==> src/usb_xfer_regs.svh <==
// constants for the transfer status queue and its register window
// assumes the includer uses them against 8-bit register data
`ifndef USB_XFER_REGS_SVH
`define USB_XFER_REGS_SVH

// register selects on the register access port
`define SEL_STATUS_WINDOW 2'h0
`define SEL_INT_FLAGS     2'h1
`define SEL_INT_ENABLES   2'h2

// status entry layout
`define ST_ENDP_HI  6
`define ST_ENDP_LO  3
`define ST_DIR_BIT  2
`define ST_PINGPONG_BUFFER_INDICATOR_BIT 1

// interrupt flag and enable bit positions
`define FLAG_IDLE_BIT 4
`define FLAG_TRN_BIT  3
`define FLAG_MASK     8'h18
`define ENABLES_MASK  8'h7f
`define REG_RESET     8'h00

// queue shape
`define QUEUE_DEPTH 3'd4
`define QUEUE_EMPTY 3'd0
`define QUEUE_ONE   3'd1

// timing
`define CLK_PERIOD_NS    4
`define IDLE_TIME_US     3000
`define TCY_NS           4
`define REASSERT_MAX_TCY 5
`define IDLE_CNT_W       20
`define IDLE_CNT_ZERO    20'h00000
`define IDLE_CNT_ONE     20'h00001

`endif

==> src/usb_xfer_pkg.sv <==
// types shared by the transfer status queue and its owner
// assumes usb_xfer_regs.svh is on the include path
`include "usb_xfer_regs.svh"
package usb_xfer_pkg;
   typedef logic [7:0] status_entry_t;
   typedef logic [2:0] queue_count_t;
   typedef logic [1:0] queue_ptr_t;

   // packs one completed transfer into the status byte layout
   function automatic status_entry_t make_entry(input logic [3:0] endp,
                                                input logic       dir,
                                                input logic       pingpong_buffer_indicator);
      status_entry_t e;
      e = 8'h00;
      e[`ST_ENDP_HI:`ST_ENDP_LO] = endp;
      e[`ST_DIR_BIT] = dir;
      e[`ST_PINGPONG_BUFFER_INDICATOR_BIT] = pingpong_buffer_indicator;
      return e;
   endfunction
endpackage

==> src/status_queue_if.sv <==
// carrier between the status logic and its entry queue
// assumes both ends share clk_sys
interface status_queue_if;
   usb_xfer_pkg::status_entry_t push_data;
   logic                        push;
   logic                        pop;
   logic                        flush;
   usb_xfer_pkg::status_entry_t head;
   usb_xfer_pkg::queue_count_t  count;
   logic                        full;

   modport owner (output push, push_data, pop, flush, input head, count, full);
   modport queue (input push, push_data, pop, flush, output head, count, full);
endinterface

==> src/status_queue.sv <==
// four-entry status queue in flip-flops, oldest entry at the head
// assumes the owner never pops an empty queue on purpose; such pops are ignored
`include "usb_xfer_regs.svh"
module status_queue (
   input wire logic clk_sys,
   input wire logic srst,
   status_queue_if.queue q
);
   usb_xfer_pkg::status_entry_t mem [4];
   usb_xfer_pkg::queue_ptr_t    rd_ptr;
   usb_xfer_pkg::queue_ptr_t    wr_ptr;
   usb_xfer_pkg::queue_count_t  count;
   usb_xfer_pkg::queue_ptr_t    next_rd_ptr;
   usb_xfer_pkg::queue_ptr_t    next_wr_ptr;
   usb_xfer_pkg::queue_count_t  next_count;
   logic                        do_push;
   logic                        do_pop;

   always_comb begin
      // push refused when full unless a pop frees a slot in the same cycle, so stored entries are never overwritten
      do_pop = q.pop && (count != `QUEUE_EMPTY);
      do_push = q.push && ((count != `QUEUE_DEPTH) || do_pop);
      next_rd_ptr = rd_ptr;
      next_wr_ptr = wr_ptr;
      next_count = count;
      if (q.flush) begin
         next_rd_ptr = '0;
         next_wr_ptr = '0;
         next_count = `QUEUE_EMPTY;
      end else begin
         if (do_pop) next_rd_ptr = rd_ptr + 2'd1;
         if (do_push) next_wr_ptr = wr_ptr + 2'd1;
         if (do_push && !do_pop) next_count = count + `QUEUE_ONE;
         else if (do_pop && !do_push) next_count = count - `QUEUE_ONE;
      end
   end

   always_ff @(posedge clk_sys) begin
      if (srst) begin
         rd_ptr <= '0;
         wr_ptr <= '0;
         count <= `QUEUE_EMPTY;
      end else begin
         rd_ptr <= next_rd_ptr;
         wr_ptr <= next_wr_ptr;
         count <= next_count;
      end
   end

   // entry storage needs no reset; the head is only meaningful while count is nonzero
   always_ff @(posedge clk_sys) begin
      if (do_push && !q.flush) mem[wr_ptr] <= q.push_data;
   end

   assign q.head = mem[rd_ptr];
   assign q.count = count;
   assign q.full = (count == `QUEUE_DEPTH);
endmodule

==> src/usb_transfer_status_fifo.sv <==
// transfer status reporting: status queue, flag and enable registers, bus idle,
// nak on full, pull-up and transceiver supply gating
// assumes all inputs synchronous to clk_sys; register access is a byte port
`include "usb_xfer_regs.svh"
module usb_transfer_status_fifo #(
   parameter int IDLE_CYCLES = (`IDLE_TIME_US * 1000) / `CLK_PERIOD_NS
) (
   input  wire logic       clk_sys,
   input  wire logic       srst,
   input  wire logic       xfer_done,
   input  wire logic [3:0] xfer_endp,
   input  wire logic       xfer_dir,
   input  wire logic       xfer_pingpong_buffer_indicator,
   input  wire logic       ep_request,
   input  wire logic       bus_activity,
   input  wire logic       usb_module_enable,
   input  wire logic       regulator_enable_cfg,
   input  wire logic [1:0] sfr_sel,
   input  wire logic       sfr_wr,
   input  wire logic       sfr_rd,
   input  wire logic [7:0] sfr_wdata,
   output logic      [7:0] sfr_rdata,
   output logic            nak_handshake,
   output logic            usb_event,
   output logic            pullup_enable,
   output logic            transceiver_supply_pin
);
   localparam int REASSERT_CYC = (`REASSERT_MAX_TCY * `TCY_NS) / `CLK_PERIOD_NS;
   localparam logic [`IDLE_CNT_W-1:0] IDLE_LIMIT = `IDLE_CNT_W'(IDLE_CYCLES);

   status_queue_if q ();

   logic                  transfer_done_flag;
   logic                  bus_idle_flag;
   logic [7:0]            usb_interrupt_enables;
   logic [`IDLE_CNT_W-1:0] idle_cnt;
   logic                  next_transfer_done_flag;
   logic                  next_bus_idle_flag;
   logic [7:0]            next_usb_interrupt_enables;
   logic [`IDLE_CNT_W-1:0] next_idle_cnt;
   logic [7:0]            next_sfr_rdata;
   logic                  next_nak_handshake;
   logic                  next_usb_event;
   logic                  next_pullup_enable;
   logic                  next_transceiver_supply_pin;
   logic [7:0]            usb_interrupt_flags;
   logic [7:0]            transfer_status_window;
   logic                  flags_wr;
   logic                  clr_trn;
   logic                  clr_idle;
   logic                  idle_hit;

   status_queue u_queue (
      .clk_sys (clk_sys),
      .srst    (srst),
      .q       (q)
   );

   always_comb begin
      // module disable doubles as the queue reset and also blocks new entries
      q.push = xfer_done && usb_module_enable;
      q.push_data = usb_xfer_pkg::make_entry(xfer_endp, xfer_dir, xfer_pingpong_buffer_indicator);
      q.flush = !usb_module_enable;
   end

   always_comb begin
      flags_wr = sfr_wr && (sfr_sel == `SEL_INT_FLAGS);
      // flags clear by writing zero; writing one leaves them alone
      clr_trn = flags_wr && !sfr_wdata[`FLAG_TRN_BIT];
      clr_idle = flags_wr && !sfr_wdata[`FLAG_IDLE_BIT];
      q.pop = clr_trn && transfer_done_flag;
      usb_interrupt_flags = 8'h00;
      usb_interrupt_flags[`FLAG_TRN_BIT] = transfer_done_flag;
      usb_interrupt_flags[`FLAG_IDLE_BIT] = bus_idle_flag;
      // window content only trusted while the flag is set; zero otherwise
      transfer_status_window = transfer_done_flag ? q.head : 8'h00;
   end

   always_comb begin
      next_transfer_done_flag = transfer_done_flag;
      if (!usb_module_enable) next_transfer_done_flag = 1'b0;
      else if (clr_trn) next_transfer_done_flag = 1'b0;
      // a one-cycle gap after the clear marks the pop, well inside the allowed delay
      else if (q.count != `QUEUE_EMPTY) next_transfer_done_flag = 1'b1;
   end

   always_comb begin
      next_idle_cnt = idle_cnt;
      idle_hit = 1'b0;
      if (!usb_module_enable || bus_activity) next_idle_cnt = `IDLE_CNT_ZERO;
      // count parks at the limit so a long suspend cannot wrap and set it twice
      else if (idle_cnt != IDLE_LIMIT) begin
         next_idle_cnt = idle_cnt + `IDLE_CNT_ONE;
         idle_hit = (next_idle_cnt == IDLE_LIMIT);
      end
      next_bus_idle_flag = bus_idle_flag;
      if (!usb_module_enable) next_bus_idle_flag = 1'b0;
      else if (idle_hit) next_bus_idle_flag = 1'b1; // set wins over a same-cycle clear
      else if (clr_idle) next_bus_idle_flag = 1'b0;
   end

   always_comb begin
      next_usb_interrupt_enables = usb_interrupt_enables;
      if (sfr_wr && sfr_sel == `SEL_INT_ENABLES)
         next_usb_interrupt_enables = sfr_wdata & `ENABLES_MASK;
      next_sfr_rdata = sfr_rdata;
      if (sfr_rd) begin
         case (sfr_sel)
            `SEL_STATUS_WINDOW: next_sfr_rdata = transfer_status_window;
            `SEL_INT_FLAGS:     next_sfr_rdata = usb_interrupt_flags;
            `SEL_INT_ENABLES:   next_sfr_rdata = usb_interrupt_enables;
            default:            next_sfr_rdata = 8'h00;
         endcase
      end
      next_nak_handshake = ep_request && q.full;
      next_usb_event = |(usb_interrupt_flags & usb_interrupt_enables & `FLAG_MASK);
      // suspend does not touch the pull-up; only the module enable does
      next_pullup_enable = usb_module_enable;
      next_transceiver_supply_pin = regulator_enable_cfg && usb_module_enable;
   end

   always_ff @(posedge clk_sys) begin
      if (srst) begin
         transfer_done_flag <= 1'b0;
         bus_idle_flag <= 1'b0;
         usb_interrupt_enables <= `REG_RESET;
         idle_cnt <= `IDLE_CNT_ZERO;
         sfr_rdata <= `REG_RESET;
         nak_handshake <= 1'b0;
         usb_event <= 1'b0;
         pullup_enable <= 1'b0;
         transceiver_supply_pin <= 1'b0;
      end else begin
         transfer_done_flag <= next_transfer_done_flag;
         bus_idle_flag <= next_bus_idle_flag;
         usb_interrupt_enables <= next_usb_interrupt_enables;
         idle_cnt <= next_idle_cnt;
         sfr_rdata <= next_sfr_rdata;
         nak_handshake <= next_nak_handshake;
         usb_event <= next_usb_event;
         pullup_enable <= next_pullup_enable;
         transceiver_supply_pin <= next_transceiver_supply_pin;
      end
   end
endmodule

==> config.mk <==
export PLATFORM = sky130hd
export DESIGN_NAME = usb_transfer_status_fifo
export DESIGN_NICKNAME = d
export VERILOG_FILES = /design/src/usb_xfer_pkg.sv /design/src/status_queue_if.sv /design/src/status_queue.sv /design/src/usb_transfer_status_fifo.sv
export VERILOG_INCLUDE_DIRS = /design/src
export SDC_FILE = /design/constraint.sdc
export NUM_CORES = 1
export LEC_CHECK = 0
export BUFFER_PORTS_ARGS = -buffer_cell sky130_fd_sc_hd__buf_2
export CORE_AREA = 2 2 100 102
export DETAILED_ROUTE_END_ITERATION = 7
export DIE_AREA = 0 0 102 104
export PLACE_DENSITY = 0.49
export SYNTH_ARGS = -nofsm -noshare
export SYNTH_HDL_FRONTEND = slang
export SYNTH_SLANG_ARGS = --single-unit
==> constraint.sdc <==
create_clock -name clk_sys -period 3 [get_ports clk_sys]
set_input_delay 0 -clock clk_sys [delete_from_list [all_inputs] [get_ports clk_sys]]
set_output_delay 0 -clock clk_sys [all_outputs]
set_load 0.05 [all_outputs]
==> flow_metrics.py <==
metrics = {
    "min_path": {
        "holdPathEnd": "sfr_rdata[3]",
        "min_path_cells": 2,
        "holdCritPathClass": "input port to flip-flop",
        "min_from": "sfr_rd",
    },
    "job": {
        "drv_cap": 0,
    },
    "routing": {
        "viasPerCell": 4.69,
        "vias": 2366,
        "detail-route-antenna-nets": 0,
        "first_iter_violations": 122,
        "drc": 0,
        "first_pass_iters": 4,
        "routedWlPerCell_um": 13.3,
        "wl_mm": 6.73,
    },
    "synthesis": {
        "ys_seq_elements": 73,
        "yosysWarnings": 0,
        "synth-simple-area-share_pct": 21.4,
        "synthDistinctLibCells": 50,
        "async_flop_share_pct": 0,
        "synth_xor_area_share_pct": 5.85,
        "synth_top_family_by_area": "simple AND/OR/NAND/NOR gates",
        "synth_mux_area_share_pct": 6.54,
        "postSynthCellCount": 311,
        "synth_nets": 344,
        "syn_avg_cell_area_um2": 10.6,
        "synthAdderAreaFrac_pct": 3.27,
        "synth_compound_area_share_pct": 7.22,
        "yosysSeqAreaShare_pct": 51.7,
        "syn-cell-area_um2": 3290,
        "synth_flop_cell": "dfxtp_1",
        "synth-edff-count": 24,
    },
    "grt": {
        "grt_max_degree": 18,
        "overflow": 0,
        "antenna_found_initial": 0,
        "grt_pass1_vias": 2268,
        "grtUsageTotal_pct": 13.9,
        "grt_pass1_wl_mm": 11.4,
    },
    "sta": {
        "slew-limit-headroom_pct": 45.3,
        "fin_hold_ws_ns": 0.0243,
        "fin_crit_ns": 2.52,
        "finalSetupTns_ns": 0,
        "finalSetupViolCount": 0,
        "finalHoldViolations": 0,
        "fin_crit_sh_pct": 83.9,
        "rsz0062_at_grt": "false",
        "worstMarginPinSlew_ns": 0.810,
        "slew_violations": 0,
        "max_freq_mhz": 397,
        "worst_clock_skew_ns": 0.0151,
    },
    "final_layout": {
        "fin_cells": 505,
        "nets": 400,
        "antenna_cells": 0,
        "syn_to_final_growth_pct": 21.6,
        "utilization_pct": 41.9,
        "final_layout_size_suffix_gt1_share_pct": 17.5,
    },
    "worst_setup_path": {
        "reg2regPathDepth": 7,
        "path_class": "flip-flop to flip-flop",
        "worstPathArrival_ns": 2.81,
        "r2r_slack_ns": 0.48,
        "worst_r2r_endpoint": "u_queue.q.count[2]",
        "cp_max_fo": 5,
        "critPathLaunchType": "flip-flop",
        "r2r_start": "u_queue.q.count[0]",
        "required_ns": 3.29,
        "critPathCaptureType": "flip-flop",
    },
    "floorplanning": {
        "start_util_pct": 34.5,
        "dieArea_um2": 10600,
        "die-width_um": 102,
        "rows": 36,
        "fp.coreArea_um2": 9550,
        "fp.dieH_um": 104,
        "io_pins": 37,
    },
    "power_and_ir_drop": {
        "powerDensity_nw_per_um2": 495,
        "vdd_ir_drop_max_v": 0.000175,
        "power.leakage_nw": 1.39,
    },
    "clock_tree": {
        "clk_pin_slew_ns": 0.08,
        "clk_latency_ns": 0.36,
        "clkSinkCount": 73,
        "root_buffer": "clkbuf_8",
        "cts_tree": "done",
        "h-tree-depth": 3,
        "clock_path_buffers": 2,
        "ctsResizeCount": 0,
        "cts_inserted_buffers": 9,
    },
    "placed_design": {
        "dp_hpwl_mm": 4.57,
        "placed_cells": 466,
        "io_buffers": 34,
        "gp_congestion": 0.741,
    },
    "status": {
        "status": "finished, final reports clean",
    },
}
## synthesized netlist by cell type (4+ instances only)
library cell | n | area [µm²]
dfxtp_1 | 49 | 981
xor2_1 | 10 | 87.6
nor4_1 | 4 | 25.0
mux4_2 | 6 | 135
nand3_1 | 17 | 85.1
ha_1 | 7 | 87.6
nand2_1 | 19 | 71.3
xnor2_1 | 12 | 105
clkbuf_1 | 7 | 26.3
nor3b_1 | 4 | 30.0
edfxtp_1 | 24 | 721
a21oi_1 | 16 | 80.1
o21ai_0 | 5 | 25.0
nor2_1 | 45 | 169
and2_1 | 5 | 31.3
or3_1 | 5 | 31.3
a22oi_1 | 6 | 45.0
mux2i_1 | 8 | 80.1
inv_1 | 11 | 41.3
## cells in the final DEF (no fill, tap or decap), types with 4 or more instances in the layout
| master | synthesis | layout |
|---|---|---|
| dfxtp_1 | 49 | 49 |
| nor2_1 | 45 | 45 |
| buf_2 | 2 | 34 |
| edfxtp_1 | 24 | 24 |
| dlygate4sd3_1 | 0 | 23 |
| nand2_1 | 19 | 19 |
| nand3_1 | 17 | 17 |
| a21oi_1 | 16 | 16 |
| xnor2_1 | 12 | 12 |
| inv_1 | 11 | 11 |
| xor2_1 | 10 | 10 |
| clkbuf_8 | 0 | 9 |
| mux2i_1 | 8 | 8 |
| ha_1 | 7 | 7 |
| a22oi_1 | 6 | 6 |
| mux4_2 | 6 | 6 |
| and2_1 | 5 | 5 |
| or3_1 | 5 | 5 |
| o21ai_0 | 5 | 5 |
| nor3b_1 | 4 | 4 |
| nor4_1 | 4 | 4 |
## metal layers
layer	global-route usage [%]	part of all wire, %	vias to the layer above
li1	-	-	1207
met1	19.7	52	1102
met2	19.6	43	48
met3	4.57	4.4	9
met4	4.86	1.3	0
met5	0	0	-
## how the worst max path moves through the flow
stage / startpoint / to / slack, ns / depth (start not counted)
global placement: u_queue.q.count[0] / u_queue.q.count[2] / 0.55 / 7
CTS: u_queue.q.count[0] / u_queue.q.count[2] / 0.45 / 7
floorplan: sfr_wr / u_queue.q.count[2] / 0.51 / 10
detailed placement: u_queue.q.count[0] / u_queue.q.count[2] / 0.47 / 7
finish: u_queue.q.count[0] / u_queue.q.count[2] / 0.48 / 7
global route: u_queue.q.count[2] / u_queue.q.count[2] / 0.27 / 7
## final cells by class
| cell class | count | area (µm²) |
|---|---|---|
| fillers | 962 | 5550 |
| flip-flops and latches | 73 | 1700 |
| multi-input cells | 212 | 1460 |
| repair buffers | 59 | 415 |
| well taps | 133 | 166 |
| clock buffers | 9 | 124 |
| clock inverters | 7 | 82.6 |
| inverters | 12 | 50.0 |
## sequential cells by signal, indices dropped and copies added, names as in the netlist, named ones only
name	flops
u_queue.mem	24
idle_cnt	20
sfr_rdata	7
usb_interrupt_enables	7
u_queue.q.count	3
u_queue.rd_ptr	2
u_queue.wr_ptr	2
bus_idle_flag	1
nak_handshake	1
pullup_enable	1
transceiver_supply_pin	1
transfer_done_flag	1
usb_event	1
## logic make-up (layout without fill, tap and decap cells)
kind of cell,Yosys count,count (layout)
AOI/OAI and AO/OA,38,38
xor gates and xnor gates,22,22
adders and majority gates,8,8
buffers and inverters,26,87
DFF,73,73
muxes,14,14
other,1,1
and+or+nand+nor,129,129
## timing repair
action | CTS | global route
endpoints found under the hold margin | 38 | 0
buffers inserted | 0 | 0
hold buffers | 23 | 0
## per-stage QoR
step                      area [µm²]  setup WS, ns  total power (W)
final                           4000         0.484          0.00198
after global routing            4000         0.272          0.00206
after CTS                       4000         0.452          0.00201
after detailed placement        3570         0.473          0.00117
after global placement          3570         0.547          0.00117
after floorplan                 3290         0.507          0.00114
## power breakdown
part,switching (W),internal (W),total (W)
Combinational,0.0000696,0.0000547,0.000124
Clock,0.000418,0.000398,0.000817
Sequential,0.00000843,0.00103,0.00104
## critical path: stages (launching register included)
cell	delay, ns
dfxtp_1	0.37
o311ai_0	0.74
ha_1	0.30
inv_1	0.06
fa_1	0.37
xor2_1	0.17
or3_1	0.31
a21oi_1	0.13
Note: power is estimated with default switching activity, not from simulation.
